$ cat src/core/rcs_pkg.sv
// Package of constants for the reset-cause status block
package rcs_pkg;
    // ========================================
    // Register map (byte addresses)
    localparam logic [7:0] RCS_ADDR_CTRL = 8'h00;  // reset_cause_control
    localparam logic [7:0] RCS_ADDR_STACK = 8'h04;  // stack flags + enable
    localparam logic [7:0] RCS_ADDR_IRQ_STAT = 8'h08;
    localparam logic [7:0] RCS_ADDR_IRQ_MASK = 8'h0c;
    localparam logic [7:0] RCS_ADDR_PC = 8'h10;  // restart/resume address
    localparam logic [7:0] RCS_ADDR_CFG = 8'h14;  // configuration word
    // ========================================
    // Field positions of reset_cause_control
    localparam int RCS_BIT_PRIO = 7;
    localparam int RCS_BIT_CM = 5;
    localparam int RCS_BIT_RI = 4;
    localparam int RCS_BIT_TO = 3;
    localparam int RCS_BIT_PD = 2;
    localparam int RCS_BIT_POR = 1;
    localparam int RCS_BIT_BOR = 0;
    // Writable bits of reset_cause_control (bit 6 unimplemented)
    localparam logic [7:0] RCS_CTRL_WMASK = 8'hb3;
    // Value after power-on: 0-11 1100
    localparam logic [7:0] RCS_CTRL_POR = 8'h3c;
    // Stack register fields
    localparam int RCS_BIT_STKFULL = 0;
    localparam int RCS_BIT_STKUNDER = 1;
    localparam int RCS_BIT_STACK_OVERFLOW_RESET_ENABLE = 2;
    // ========================================
    // Event numbers (status/mask bit positions)
    localparam int RCS_EV_N = 8;
    localparam int RCS_EV_BOR = 0;
    localparam int RCS_EV_RESETI = 1;
    localparam int RCS_EV_MASTER_CLEAR_PIN = 2;
    localparam int RCS_EV_WDT = 3;
    localparam int RCS_EV_STACK = 4;
    localparam int RCS_EV_WAKE = 5;
    localparam int RCS_EV_CM = 6;
    localparam int RCS_EV_UNDERERR = 7;
    // ========================================
    // Vectors
    localparam logic [20:0] RCS_VEC_RESET = 21'h000000;
    localparam logic [20:0] RCS_VEC_HIGH = 21'h000008;
    localparam logic [20:0] RCS_VEC_LOW = 21'h000018;
    localparam logic [20:0] RCS_PC_STEP = 21'h000002;
    localparam int RCS_PC_W = 21;
    // Power modes
    typedef enum logic [1:0] {
        RCS_MODE_FULL = 2'b00,
        RCS_MODE_RUN = 2'b01,
        RCS_MODE_IDLE = 2'b11
    } rcs_mode_e;
endpackage

$ cat src/core/rcs_top.sv
// Reset-cause recording block with AHB-Lite register slave
//
// Function
// - Master clear in a run power mode restarts at zero and sets the time-out flag only.
// - Master clear in idle or sleep restarts at zero, sets time-out and clears power-down.
// - Watchdog time-out at full power or run mode restarts at zero and clears time-out.
// - Master clear at full power restarts at zero and changes no flag.
// - With stack reset enabled, a full stack resets to zero and sets the stack full flag.
// - With stack reset enabled, an underflow resets to zero and sets the underflow flag.
// - With stack reset disabled, an underflow only sets the underflow flag.
// - Watchdog time-out in idle or sleep wakes at PC plus two, clearing time-out and power-down.
// - Interrupt wake clears power-down and goes to a vector if a global enable is set, else PC+2.
// - Control bit 7 selects two priority levels when one, single level when zero.
// - Control bit 6 reads zero, bit 5 is the mismatch flag, bits 4 to 0 the other flags.
// - Mismatch reset clears the mismatch flag; power-on and brownout set it, no other reset touches it.
// - Configuration is compared with a complement shadow and a mismatch forces a reset.
//
// The AHB-Lite register port and the register offsets were chosen for this implementation.
`timescale 1ns/10ps
module rcs_top (
    // Clock and power-on reset
    input wire logic hclk,
    input wire logic hresetn,
    // AHB-Lite slave
    input wire logic hsel,
    input wire logic [7:0] haddr,
    input wire logic [1:0] htrans,
    input wire logic hwrite,
    input wire logic [2:0] hsize,
    input wire logic [31:0] hwdata,
    input wire logic hready,
    output logic [31:0] hrdata,
    output logic hreadyout,
    output logic hresp,
    // Reset and wake sources, asynchronous pulses
    input wire logic brownout_in,
    input wire logic master_clear_pin,
    input wire logic watchdog_timeout,
    // Core-side events, same clock
    input wire logic reset_instr,
    input wire logic stack_full_evt,
    input wire logic stack_underflow_evt,
    input wire logic wake_irq,
    input wire logic wake_irq_high,
    input wire logic [1:0] power_mode,
    input wire logic high_priority_global_enable,
    input wire logic low_priority_global_enable,
    input wire logic [20:0] current_pc,
    // Outputs
    output logic core_reset,
    output logic pc_load,
    output logic [20:0] pc_value,
    output logic priority_levels_enable,
    output logic irq
);
    // ========================================
    // State
    typedef struct packed {
        logic [7:0] ctrl;
        logic [1:0] stk;
        logic stack_overflow_reset_enable;
        logic [7:0] stat;
        logic [7:0] mask;
        logic [15:0] cfg;
        logic [15:0] shadow;
        logic [20:0] pcv;
        logic pc_load;
        logic core_reset;
        logic irq;
        logic prio;
        logic [2:0] sync_prev;
        logic dph;
        logic dwr;
        logic [7:0] daddr;
        logic [31:0] rdata;
    } rcs_top_s;
    rcs_top_s st_reg;
    rcs_top_s st_next;

    logic [2:0] pin_sync;
    logic [2:0] pin_rise;
    logic bor_ev;
    logic master_clear_pin_ev;
    logic wdt_ev;
    logic cm_ev;
    logic wr_hit;
    logic [rcs_pkg::RCS_EV_N-1:0] ev;
    logic [31:0] rd_mux;

    // ========================================
    // Pin synchronisers
    rcs_sync #(
        .WIDTH(3)
    ) u_sync (
        .hclk(hclk),
        .hresetn(hresetn),
        .d({watchdog_timeout, master_clear_pin, brownout_in}),
        .q(pin_sync)
    );

    // Edge detect after the second flop only
    assign pin_rise = pin_sync & ~st_reg.sync_prev;
    assign bor_ev = pin_rise[0];
    assign master_clear_pin_ev = pin_rise[1];
    assign wdt_ev = pin_rise[2];
    // Shadow holds the complement; any disagreement is a mismatch
    assign cm_ev = (st_reg.cfg != ~st_reg.shadow);

    // Event vector for the sticky status
    always_comb begin
        ev = '0;
        ev[rcs_pkg::RCS_EV_BOR] = bor_ev;
        ev[rcs_pkg::RCS_EV_RESETI] = reset_instr;
        ev[rcs_pkg::RCS_EV_MASTER_CLEAR_PIN] = master_clear_pin_ev;
        ev[rcs_pkg::RCS_EV_WDT] = wdt_ev;
        ev[rcs_pkg::RCS_EV_STACK] = st_reg.stack_overflow_reset_enable & (stack_full_evt | stack_underflow_evt);
        ev[rcs_pkg::RCS_EV_WAKE] = wake_irq && power_mode != 2'(rcs_pkg::RCS_MODE_FULL);
        ev[rcs_pkg::RCS_EV_CM] = cm_ev;
        ev[rcs_pkg::RCS_EV_UNDERERR] = ~st_reg.stack_overflow_reset_enable & stack_underflow_evt;
    end

    assign wr_hit = st_reg.dph & st_reg.dwr;

    // Read data multiplexer, unmapped reads give zero
    always_comb begin
        rd_mux = '0;
        unique case (haddr)
            rcs_pkg::RCS_ADDR_CTRL: rd_mux[7:0] = st_reg.ctrl & rcs_pkg::RCS_CTRL_WMASK
                | (st_reg.ctrl & 8'h0c);
            rcs_pkg::RCS_ADDR_STACK: rd_mux[2:0] = {st_reg.stack_overflow_reset_enable, st_reg.stk};
            rcs_pkg::RCS_ADDR_IRQ_STAT: rd_mux[7:0] = st_reg.stat;
            rcs_pkg::RCS_ADDR_IRQ_MASK: rd_mux[7:0] = st_reg.mask;
            rcs_pkg::RCS_ADDR_PC: rd_mux[20:0] = st_reg.pcv;
            rcs_pkg::RCS_ADDR_CFG: rd_mux[31:0] = {st_reg.shadow, st_reg.cfg};
            default: rd_mux = '0;
        endcase
    end

    // ========================================
    // Next-state logic: bus writes first, hardware events override
    always_comb begin
        st_next = st_reg;
        st_next.pc_load = 1'b0;
        st_next.core_reset = 1'b0;
        st_next.sync_prev = pin_sync;
        // Address phase capture; zero wait states
        st_next.dph = hsel && hready && htrans[1];
        st_next.dwr = hwrite;
        st_next.daddr = haddr;
        if (hsel && hready && htrans[1] && !hwrite) begin
            st_next.rdata = rd_mux;
        end
        // Software writes
        if (wr_hit) begin
            unique case (st_reg.daddr)
                rcs_pkg::RCS_ADDR_CTRL: begin
                    // TO and PD are read-only; bit 6 stays zero
                    st_next.ctrl = (st_reg.ctrl & ~rcs_pkg::RCS_CTRL_WMASK)
                        | (hwdata[7:0] & rcs_pkg::RCS_CTRL_WMASK);
                end
                rcs_pkg::RCS_ADDR_STACK: begin
                    st_next.stk = st_reg.stk & ~hwdata[1:0];
                    st_next.stack_overflow_reset_enable = hwdata[rcs_pkg::RCS_BIT_STACK_OVERFLOW_RESET_ENABLE];
                end
                rcs_pkg::RCS_ADDR_IRQ_STAT: st_next.stat = st_reg.stat & ~hwdata[7:0];
                rcs_pkg::RCS_ADDR_IRQ_MASK: st_next.mask = hwdata[7:0];
                rcs_pkg::RCS_ADDR_CFG: begin
                    st_next.cfg = hwdata[15:0];
                    st_next.shadow = hwdata[31:16];
                end
                default: st_next.stat = st_next.stat;
            endcase
        end
        // Sticky status: set wins over clear
        st_next.stat = st_next.stat | ev;
        // Reset and wake sources, one handled per cycle by priority
        if (bor_ev) begin
            st_next.ctrl[rcs_pkg::RCS_BIT_CM] = 1'b1;
            st_next.ctrl[rcs_pkg::RCS_BIT_RI] = 1'b1;
            st_next.ctrl[rcs_pkg::RCS_BIT_TO] = 1'b1;
            st_next.ctrl[rcs_pkg::RCS_BIT_PD] = 1'b1;
            st_next.ctrl[rcs_pkg::RCS_BIT_BOR] = 1'b0;
            st_next.ctrl[rcs_pkg::RCS_BIT_PRIO] = 1'b0;  // Priority levels off again
            st_next.pcv = rcs_pkg::RCS_VEC_RESET;
            st_next.core_reset = 1'b1;
        end else if (cm_ev) begin
            st_next.ctrl[rcs_pkg::RCS_BIT_CM] = 1'b0;
            st_next.cfg = ~st_reg.shadow;  // Reload restores agreement
            st_next.pcv = rcs_pkg::RCS_VEC_RESET;
            st_next.core_reset = 1'b1;
        end else if (master_clear_pin_ev) begin
            unique case (power_mode)
                2'(rcs_pkg::RCS_MODE_RUN): st_next.ctrl[rcs_pkg::RCS_BIT_TO] = 1'b1;
                2'(rcs_pkg::RCS_MODE_IDLE): begin
                    st_next.ctrl[rcs_pkg::RCS_BIT_TO] = 1'b1;
                    st_next.ctrl[rcs_pkg::RCS_BIT_PD] = 1'b0;
                end
                default: st_next.ctrl = st_next.ctrl;  // Full power: no change
            endcase
            st_next.pcv = rcs_pkg::RCS_VEC_RESET;
            st_next.core_reset = 1'b1;
        end else if (wdt_ev) begin
            st_next.ctrl[rcs_pkg::RCS_BIT_TO] = 1'b0;
            if (power_mode == 2'(rcs_pkg::RCS_MODE_IDLE)) begin
                st_next.ctrl[rcs_pkg::RCS_BIT_PD] = 1'b0;  // Wake, no restart
                st_next.pcv = 21'(current_pc + rcs_pkg::RCS_PC_STEP);
            end else begin
                st_next.pcv = rcs_pkg::RCS_VEC_RESET;
                st_next.core_reset = 1'b1;
            end
        end else if (reset_instr) begin
            st_next.ctrl[rcs_pkg::RCS_BIT_RI] = 1'b0;
            st_next.pcv = rcs_pkg::RCS_VEC_RESET;
            st_next.core_reset = 1'b1;
        end else if (st_reg.stack_overflow_reset_enable && stack_full_evt) begin
            st_next.stk[rcs_pkg::RCS_BIT_STKFULL] = 1'b1;
            st_next.pcv = rcs_pkg::RCS_VEC_RESET;
            st_next.core_reset = 1'b1;
        end else if (stack_underflow_evt) begin
            st_next.stk[rcs_pkg::RCS_BIT_STKUNDER] = 1'b1;
            if (st_reg.stack_overflow_reset_enable) begin
                st_next.pcv = rcs_pkg::RCS_VEC_RESET;
                st_next.core_reset = 1'b1;
            end
        end else if (ev[rcs_pkg::RCS_EV_WAKE]) begin
            st_next.ctrl[rcs_pkg::RCS_BIT_PD] = 1'b0;
            if (high_priority_global_enable || low_priority_global_enable) begin
                // Single-level mode always uses the high vector
                st_next.pcv = (wake_irq_high || !st_reg.ctrl[rcs_pkg::RCS_BIT_PRIO])
                    ? rcs_pkg::RCS_VEC_HIGH : rcs_pkg::RCS_VEC_LOW;
            end else begin
                st_next.pcv = 21'(current_pc + rcs_pkg::RCS_PC_STEP);
            end
        end
        // Every reset or wake loads the program counter; an underflow error is neither
        st_next.pc_load = bor_ev | cm_ev | master_clear_pin_ev | wdt_ev | reset_instr
            | (st_reg.stack_overflow_reset_enable & (stack_full_evt | stack_underflow_evt))
            | ev[rcs_pkg::RCS_EV_WAKE];
        st_next.prio = st_next.ctrl[rcs_pkg::RCS_BIT_PRIO];
        st_next.ctrl[6] = 1'b0;
        st_next.irq = |(st_next.stat & st_next.mask);
    end

    // State register; power-on reset state
    always_ff @(posedge hclk or negedge hresetn) begin
        if (!hresetn) begin
            st_reg <= '0;
            st_reg.ctrl <= rcs_pkg::RCS_CTRL_POR;
            st_reg.shadow <= 16'hffff;
            st_reg.stack_overflow_reset_enable <= 1'b1;
            st_reg.core_reset <= 1'b1;
            st_reg.pc_load <= 1'b1;
        end else begin
            st_reg <= st_next;
        end
    end

    // ========================================
    // Outputs
    assign hrdata = st_reg.rdata;
    assign hreadyout = 1'b1;
    assign hresp = 1'b0;
    assign core_reset = st_reg.core_reset;
    assign pc_load = st_reg.pc_load;
    assign pc_value = st_reg.pcv;
    assign priority_levels_enable = st_reg.prio;
    assign irq = st_reg.irq;

    // ========================================
    // Assertions
    master_clear_pin_run_a: assert property (@(posedge hclk) disable iff (!hresetn)
        (master_clear_pin_ev && !bor_ev && !cm_ev && power_mode == 2'b01)
        |=> (st_reg.ctrl[3] && st_reg.core_reset && st_reg.pcv == 21'h0))
        else $error("master_clear_pin in run mode wrong");
    master_clear_pin_idle_a: assert property (@(posedge hclk) disable iff (!hresetn)
        (master_clear_pin_ev && !bor_ev && !cm_ev && power_mode == 2'b11)
        |=> (st_reg.ctrl[3:2] == 2'b10))
        else $error("master_clear_pin in idle wrong");
    wdt_run_a: assert property (@(posedge hclk) disable iff (!hresetn)
        (wdt_ev && !bor_ev && !cm_ev && !master_clear_pin_ev && power_mode != 2'b11)
        |=> (!st_reg.ctrl[3] && st_reg.core_reset))
        else $error("wdt reset wrong");
    master_clear_pin_full_a: assert property (@(posedge hclk) disable iff (!hresetn)
        (master_clear_pin_ev && !bor_ev && !cm_ev && power_mode == 2'b00 && !st_reg.dph)
        |=> (st_reg.ctrl == $past(st_reg.ctrl)))
        else $error("master_clear_pin full power changed flags");
    wdt_wake_a: assert property (@(posedge hclk) disable iff (!hresetn)
        (wdt_ev && !bor_ev && !cm_ev && !master_clear_pin_ev && power_mode == 2'b11)
        |=> (st_reg.ctrl[3:2] == 2'b00 && !st_reg.core_reset
            && st_reg.pcv == 21'($past(current_pc) + 21'h2)))
        else $error("wdt wake wrong");
    under_noreset_a: assert property (@(posedge hclk) disable iff (!hresetn)
        (stack_underflow_evt && !st_reg.stack_overflow_reset_enable && !bor_ev && !cm_ev && !master_clear_pin_ev
            && !wdt_ev && !reset_instr)
        |=> (st_reg.stk[1] && !st_reg.core_reset))
        else $error("underflow without reset wrong");
    bit6_zero_a: assert property (@(posedge hclk) disable iff (!hresetn)
        !st_reg.ctrl[6])
        else $error("control bit 6 set");
    cm_clear_a: assert property (@(posedge hclk) disable iff (!hresetn)
        (cm_ev && !bor_ev) |=> (!st_reg.ctrl[5] && st_reg.core_reset))
        else $error("mismatch reset wrong");
    irq_level_a: assert property (@(posedge hclk) disable iff (!hresetn)
        irq == |(st_reg.stat & st_reg.mask))
        else $error("irq mismatch");
    // Stack, software and brownout restarts; underflow error loads no PC
    stk_full_a: assert property (@(posedge hclk) disable iff (!hresetn)
        (stack_full_evt && st_reg.stack_overflow_reset_enable && !bor_ev && !cm_ev && !master_clear_pin_ev && !wdt_ev
            && !reset_instr)
        |=> (st_reg.stk[0] && st_reg.core_reset && st_reg.pcv == 21'h0))
        else $error("stack full reset wrong");
    stk_under_a: assert property (@(posedge hclk) disable iff (!hresetn)
        (stack_underflow_evt && st_reg.stack_overflow_reset_enable && !stack_full_evt && !bor_ev && !cm_ev
            && !master_clear_pin_ev && !wdt_ev && !reset_instr)
        |=> (st_reg.stk[1] && st_reg.core_reset && st_reg.pcv == 21'h0))
        else $error("stack underflow reset wrong");
    under_noload_a: assert property (@(posedge hclk) disable iff (!hresetn)
        (stack_underflow_evt && !st_reg.stack_overflow_reset_enable && !bor_ev && !cm_ev && !master_clear_pin_ev && !wdt_ev
            && !reset_instr && !wake_irq)
        |=> !st_reg.pc_load)
        else $error("underflow error loaded pc");
    reset_instr_a: assert property (@(posedge hclk) disable iff (!hresetn)
        (reset_instr && !bor_ev && !cm_ev && !master_clear_pin_ev && !wdt_ev)
        |=> (!st_reg.ctrl[4] && st_reg.core_reset && st_reg.pcv == 21'h0))
        else $error("reset instruction wrong");
    brownout_a: assert property (@(posedge hclk) disable iff (!hresetn)
        bor_ev |=> (st_reg.ctrl[7:2] == 6'b001111 && !st_reg.ctrl[0] && st_reg.core_reset))
        else $error("brownout flags wrong");
    // Wake, mismatch and priority outcomes
    wake_vec_a: assert property (@(posedge hclk) disable iff (!hresetn)
        (wake_irq && power_mode != 2'b00 && !bor_ev && !cm_ev && !master_clear_pin_ev && !wdt_ev
            && !reset_instr && !stack_full_evt && !stack_underflow_evt
            && (high_priority_global_enable || low_priority_global_enable))
        |=> (!st_reg.ctrl[2] && !st_reg.core_reset
            && (st_reg.pcv == 21'h8 || st_reg.pcv == 21'h18)))
        else $error("interrupt wake wrong");
    cm_reload_a: assert property (@(posedge hclk) disable iff (!hresetn)
        (cm_ev && !bor_ev) |=> (st_reg.cfg == ~st_reg.shadow && st_reg.pcv == 21'h0))
        else $error("mismatch reload wrong");
    prio_copy_a: assert property (@(posedge hclk) disable iff (!hresetn)
        priority_levels_enable == st_reg.ctrl[7])
        else $error("priority enable wrong");
endmodule

$ cat src/core/rcs_sync.sv
// Two-flop synchroniser bank for asynchronous event inputs
`timescale 1ns/10ps
module rcs_sync #(
    parameter int WIDTH = 8
) (
    // Clock and reset
    input wire logic hclk,
    input wire logic hresetn,
    // Data
    input wire logic [WIDTH-1:0] d,
    output logic [WIDTH-1:0] q
);
    typedef struct packed {
        logic [WIDTH-1:0] s1;
        logic [WIDTH-1:0] s2;
    } rcs_sync_s;
    rcs_sync_s st_reg;
    rcs_sync_s st_next;

    // Shift through two stages; first stage feeds only the second
    always_comb begin
        st_next.s1 = d;
        st_next.s2 = st_reg.s1;
    end

    // State register
    always_ff @(posedge hclk or negedge hresetn) begin
        if (!hresetn) begin
            st_reg <= '0;
        end else begin
            st_reg <= st_next;
        end
    end

    assign q = st_reg.s2;
endmodule

$ cat config.mk
export PLATFORM = sky130hd
export DESIGN_NAME = rcs_top
export DESIGN_NICKNAME = d
export VERILOG_FILES = /design/src/core/rcs_pkg.sv /design/src/core/rcs_top.sv /design/src/core/rcs_sync.sv
export SDC_FILE = /design/constraint.sdc
export NUM_CORES = 1
export LEC_CHECK = 0
export ABC_AREA = 1
export BUFFER_PORTS_ARGS = -buffer_cell sky130_fd_sc_hd__buf_2
export CAP_MARGIN = 20
export CORE_MARGIN = 3
export CORE_UTILIZATION = 50
export DETAILED_ROUTE_END_ITERATION = 16
export PLACE_DENSITY = 0.73
export SYNTH_ARGS = -nofsm -noshare
export SYNTH_HDL_FRONTEND = slang
export SYNTH_SLANG_ARGS = --single-unit
$ cat constraint.sdc
create_clock -name hclk -period 4.2 [get_ports hclk]
set_input_delay 0.21 -clock hclk [delete_from_list [all_inputs] [get_ports hclk]]
set_output_delay 0.21 -clock hclk [all_outputs]
set_load 0.1 [all_outputs]
# After elaboration in Yosys (flattened, before gate mapping)
# Cells that the tools add are included.
# Widths: inputs -> output; s select.
# op_classes
n_addsub	1
multipliers	0
n_div	0
order_cmp	0
eq_ne	13
n_shift	0
muxes	57
bitwise	22
reduce_logical	21
# ops
op	n
$mux 21	11
$mux 59	1
$eq 8x4->1 const B	4
$mux 16	2
$mux 32	1
$mux 1	26
$pmux 13 s2	1
$pmux 5 s5	1
$eq 8x5->1 const B	3
$mux 8	3
$add 21x2->21 const B	1
$pmux 3 s6	1
$and 8x8->8	2
$eq 8x3->1 const B	2
$logic_not 8->1	2
$ne 16x16->1	1
$not 16->16	1
$mux 11	1
$mux 2	4
$ne 8x2->1 const B	1
$not 8->8	1
$or 4x8->8	1
$or 8x4->8	1
$or 8x8->8	1
22 further kinds	41
# word_totals
register_bits	134
latchBits	0
mem_bits_rw	0
mem_bits_ro	0
input_bits	83
out_inout_bits	59
wordCells	134
memories	0

# Depth between registers and ports, before layout
# logic_depth
word_depth	12
mapped_depth	12
depth_no_buf	11

# Hierarchy
# From an unflattened synthesis, not the netlist that was laid out.
# hier_totals
cells_unflattened	939
hier_area_um2	7299.5
# by_module_without_submodules
module	n_inst	cells_each	area_each_um2	seq_area_each_um2
rcs_top	1	933	7149.4	3206.8
rcs_sync	1	6	150.1	150.1

# Least setup slack after synthesis
# No wires, ideal clock.
# synth_path
path_kind	reg-to-reg
start	register st_reg[77] (netlist bit)
end	register st_reg, in the netlist pc_value[10]
setup_ps	65
t_arrival_ps	1478
t_required_ps	4135
slack_ps	2656
stages_incl_launch_ff	12
n_path_buf	1
synth_period_minus_slack_ps	1544
path_cell_list	dfstp_2 -> inv_2 -> nand2_1 -> nand2_1 -> nor2_1 -> nand2_1 -> nor2_4 -> nand2_4 -> nor2_8 -> buf_6 -> nand3_1 -> nand2_1
# synth_via
elab_chain_len	4
elab_cells_between_ends	7
classes_between	2 x eq/ne; 2 x mux; 1 x bitwise; 2 x reduce/logical
# synth_lines
item	line	source
start, declared	rcs_top.sv:77	rcs_top_s st_reg;
start signal, assigned	rcs_top.sv:254	st_reg <= st_next;
$not 16->16 *	rcs_top.sv:107	assign cm_ev = (st_reg.cfg != ~st_reg.shadow);
$ne 16x16->1 *	rcs_top.sv:107	
$ne 8x2->1 (no line) (tied with other cells)	--	
$reduce_and 2->1 (no line) or $mux 21 (tied branches)	--	
# Mark *: on every way between the ends. The rest lies on a longest branch, timed or not.
# A chain may end at the register's enable or synchronous reset.

# Worst setup path after layout
# layout_path
start	input hwrite
end	register st_reg, in the netlist hrdata[5]
# layout_via
elab_chain_len	2
# layout_lines
item	line	source
start, declared	rcs_top.sv:28	input wire logic hwrite,
$logic_not 1->1	rcs_top.sv:150	if (hsel && hready && htrans[1] && !hwrite) begin
$logic_and 1x1->1	rcs_top.sv:150	
# Every way passes these cells.

==> flow_metrics.py <==
metrics = {
    "timing": {
        "maxSlewHeadroom_pct": 41.45,
        "final-max-slew-violation-count": 0,
        "fmaxAchievable_mhz": 464.4,
        "rsz0062_at_grt": "false",
        "worst_clock_skew_ps": 10.09,
        "tns_ps": 0,
        "hold_slack_ps": 14.74,
        "finalWorstPathRequiredPeriod_ps": 2153,
        "worst-slew-pin-transition_ps": 877.3,
        "finalSetupViolCount": 0,
        "worst_slack_ps": 2047,
        "fin_crit_sh_pct": 51.27,
        "report.final.hold_viol_count": 0,
    },
    "finish": {
        "area_delta_synth_final_pct": 16.03,
        "mostFrequentLayoutCells": "sky130_fd_sc_hd__nand2_1 (337), sky130_fd_sc_hd__buf_2 (134), sky130_fd_sc_hd__dfrtp_1 (110), sky130_fd_sc_hd__nor2_1 (77), sky130_fd_sc_hd__inv_1 (69)",
        "number_of_diodes_added_for_antenna_fixing": 0,
        "largest_reg_flops": 71,
        "leading_cell_type_in_the_layout_fill_and_taps_excluded": "sky130_fd_sc_hd__nand2_1",
        "area.sequential_sq_um": 3357,
        "fillCellCount": 1329,
        "area_taken_by_multi_input_logic_gates_sq_um": 3102,
        "finish.net_count": 1147,
        "fin_area_sq_um": 8542,
        "post_route_cells_drive_above_1_share_pct": 22.68,
    },
    "cts": {
        "cts_resized": 0,
        "cts-root-buf": "sky130_fd_sc_hd__clkbuf_16",
        "max-clock-path-buffers": 2,
        "clock-sinks": 133,
        "reg_clk_slew_reported_paths_ps": 60,
        "htree_levels": 4,
        "hold_buffers": 18,
        "tritoncts.num_buffers": 17,
        "clock_tree_from_tritoncts": "yes",
        "worstSkewPairLatency_ps": 420,
        "post_cts.repair.setup_buffers": 0,
    },
    "routing": {
        "drcViolationCount": 0,
        "drt-total-wl_um": 19390,
        "routed_via_density": 5.169,
        "drt_pass1_iterations": 5,
        "detail_route.iter0.violations": 495,
        "wl_per_cell_um": 15.44,
        "vias": 6492,
        "postRouteAntennaNets": 0,
    },
    "place": {
        "place.detailed.hpwl_um": 14300,
        "post_dp_cell_area_sq_um": 7722,
        "numPortBuffers": 135,
        "post-place-ws_ps": 1915,
        "finalWeightedCongestion": 0.9144,
    },
    "power": {
        "power_frac_clock_pct": 37.3,
        "netSwitchingFraction_pct": 36.57,
        "comb_power_share_pct": 26.9,
        "net-switching-power_mw": 1.506,
        "seq_power_share_pct": 35.8,
        "p_leak_nw": 4.463,
        "pwr_density_cell_nw_per_um2": 482.1,
        "internal_power_mw": 2.612,
        "vdd.ir_drop.worst_v": 0.0002892,
    },
    "critical_path": {
        "critPathLaunchType": "input port",
        "timing.reg2reg.worst_path_depth": 10,
        "cp_max_fo": 41,
        "worstSetupPathType": "input port to flop",
        "arrival_ps": 2450,
        "worstPathRequired_ps": 4500,
        "end_kind": "flop",
    },
    "global_routing": {
        "grt.total_usage_pct": 24.29,
        "grt_first_pass_wirelength_um": 30860,
        "grt_remaining_overflow": 0,
        "grt_max_degree": 68,
        "grt.met2_usage_pct": 37.53,
        "initial_antenna_violation_count": 0,
        "busiest_layer": "met2",
        "grt_pass1_vias": 6145,
        "gr-usage-met3_pct": 6.355,
        "global_route.usage.met1_pct": 33.89,
    },
    "yosys": {
        "ys.flop_type": "sky130_fd_sc_hd__dfrtp_1",
        "syn-cell-area_sq_um": 7362,
        "synth.yosys.seq_area_share_pct": 45.60,
        "synthesis.nets": 1049,
        "synth_cells": 965,
        "async_reset_ff_share_pct": 100.0,
        "yosysWarningCount": 0,
        "syn_area_per_cell_sq_um": 7.629,
        "yosys_register_bits": 133,
        "synth-edff-count": 0,
        "synth_cell_types": 42,
    },
    "die": {
        "floorplan.initialDensity_pct": 52.03,
        "fp.dieArea_sq_um": 16220,
        "floorplan.core_area_sq_um": 14150,
        "row_count": 43,
        "io_pins": 142,
        "die_w_um": 127.3,
        "chipHeight_um": 127.3,
    },
    "flow_run": {
        "max_cap_violations": 0,
    },
    "hold_path": {
        "hold-path-cell-count": 3,
        "holdCritPathClass": "input port to flop",
    },
    "status": {
        "outcome": "finished, final reports clean",
    },
}
[cell usage after synthesis (8+ instances only)]
| master | instances | area, sq um |
|---|---|---|
| sky130_fd_sc_hd__dfstp_2 | 23 | 604.3 |
| sky130_fd_sc_hd__nand4_1 | 8 | 50.05 |
| sky130_fd_sc_hd__dfrtp_1 | 110 | 2753 |
| sky130_fd_sc_hd__o31ai_1 | 12 | 90.09 |
| sky130_fd_sc_hd__nand2_1 | 337 | 1265 |
| sky130_fd_sc_hd__buf_2 | 8 | 40.04 |
| sky130_fd_sc_hd__inv_2 | 16 | 60.06 |
| sky130_fd_sc_hd__a21oi_1 | 40 | 200.2 |
| sky130_fd_sc_hd__inv_1 | 69 | 259.0 |
| sky130_fd_sc_hd__xor2_1 | 8 | 70.07 |
| sky130_fd_sc_hd__o21ai_1 | 8 | 40.04 |
| sky130_fd_sc_hd__nor2_1 | 77 | 289.0 |
| sky130_fd_sc_hd__buf_4 | 62 | 465.5 |
| sky130_fd_sc_hd__o21ai_0 | 48 | 240.2 |
| sky130_fd_sc_hd__nand3_1 | 60 | 300.3 |
| sky130_fd_sc_hd__nor2_2 | 8 | 50.05 |
| sky130_fd_sc_hd__nand3b_1 | 9 | 67.56 |
[metrics by stage]
step                      utilization, %  total power, mW  instances
after floorplan                        -            2.410        965
after global placement             54.58            2.578       1205
after detailed placement           54.58            2.587       1205
after CTS                          60.23            4.147       1255
after global routing               60.37            4.306       1256
final                              60.37            4.118       1256
[critical path, cell delays in order]
cell and delay (ps):
sky130_fd_sc_hd__dlygate4sd3_1 520, sky130_fd_sc_hd__buf_2 130, sky130_fd_sc_hd__inv_1 40, sky130_fd_sc_hd__nand2_1 40, sky130_fd_sc_hd__buf_4 270, sky130_fd_sc_hd__inv_1 700
sky130_fd_sc_hd__nand2_1 230, sky130_fd_sc_hd__nor3_1 220, sky130_fd_sc_hd__nor2_1 60
[logic make-up after synthesis]
group | Yosys count | share of synthesized area [%]
AO/OA/AOI/OAI | 117 | 8.889
buffers and inverters | 166 | 12.27
XOR/XNOR | 14 | 1.666
other | 2 | 0.1020
flip-flops | 133 | 45.60
adder cells (fa/ha/maj) | 1 | 0.1699
AND/OR/NAND/NOR | 532 | 31.31
[power by group through the flow]
stage	sequential (mW)	clock [mW]	combinational, mW
global route	1.48	1.62	1.20
global placement	1.49	0	1.09
finish	1.47	1.54	1.11
floorplan	1.49	0	0.922
detailed placement	1.49	0	1.10
CTS	1.47	1.56	1.11
[per-layer routing]
metal,part of all wire [%],up-vias
li1,-,3220
met1,45,2999
met2,45,251
met3,8.2,22
met4,1.3,0
met5,0,-
[area by class of cell]
class / count / area share (%)
clock buffers: 21 / 5.508
inverters: 86 / 3.779
multi-input cells: 666 / 36.31
well taps: 180 / 2.637
clock inverters: 11 / 1.743
flip-flops and latches: 133 / 39.30
repair buffers: 159 / 10.72
[final timing paths]
| path | slack (ps) | from | end |
|---|---|---|---|
| worst max-delay path | 2050 | hwrite | hrdata[5] |
| worst min-delay path | 10 | hwdata[28] | st_reg[82] |
| worst max register to register | 2130 | st_reg[36] | irq |
| worst min register to register | 340 | u_sync.st_next[0] | u_sync.q[0] |
| max in group asynchronous | 2750 | hresetn | pc_load |
| min in group asynchronous | 450 | hresetn | st_reg[40] |
Note: power is estimated with default switching activity, not from simulation.
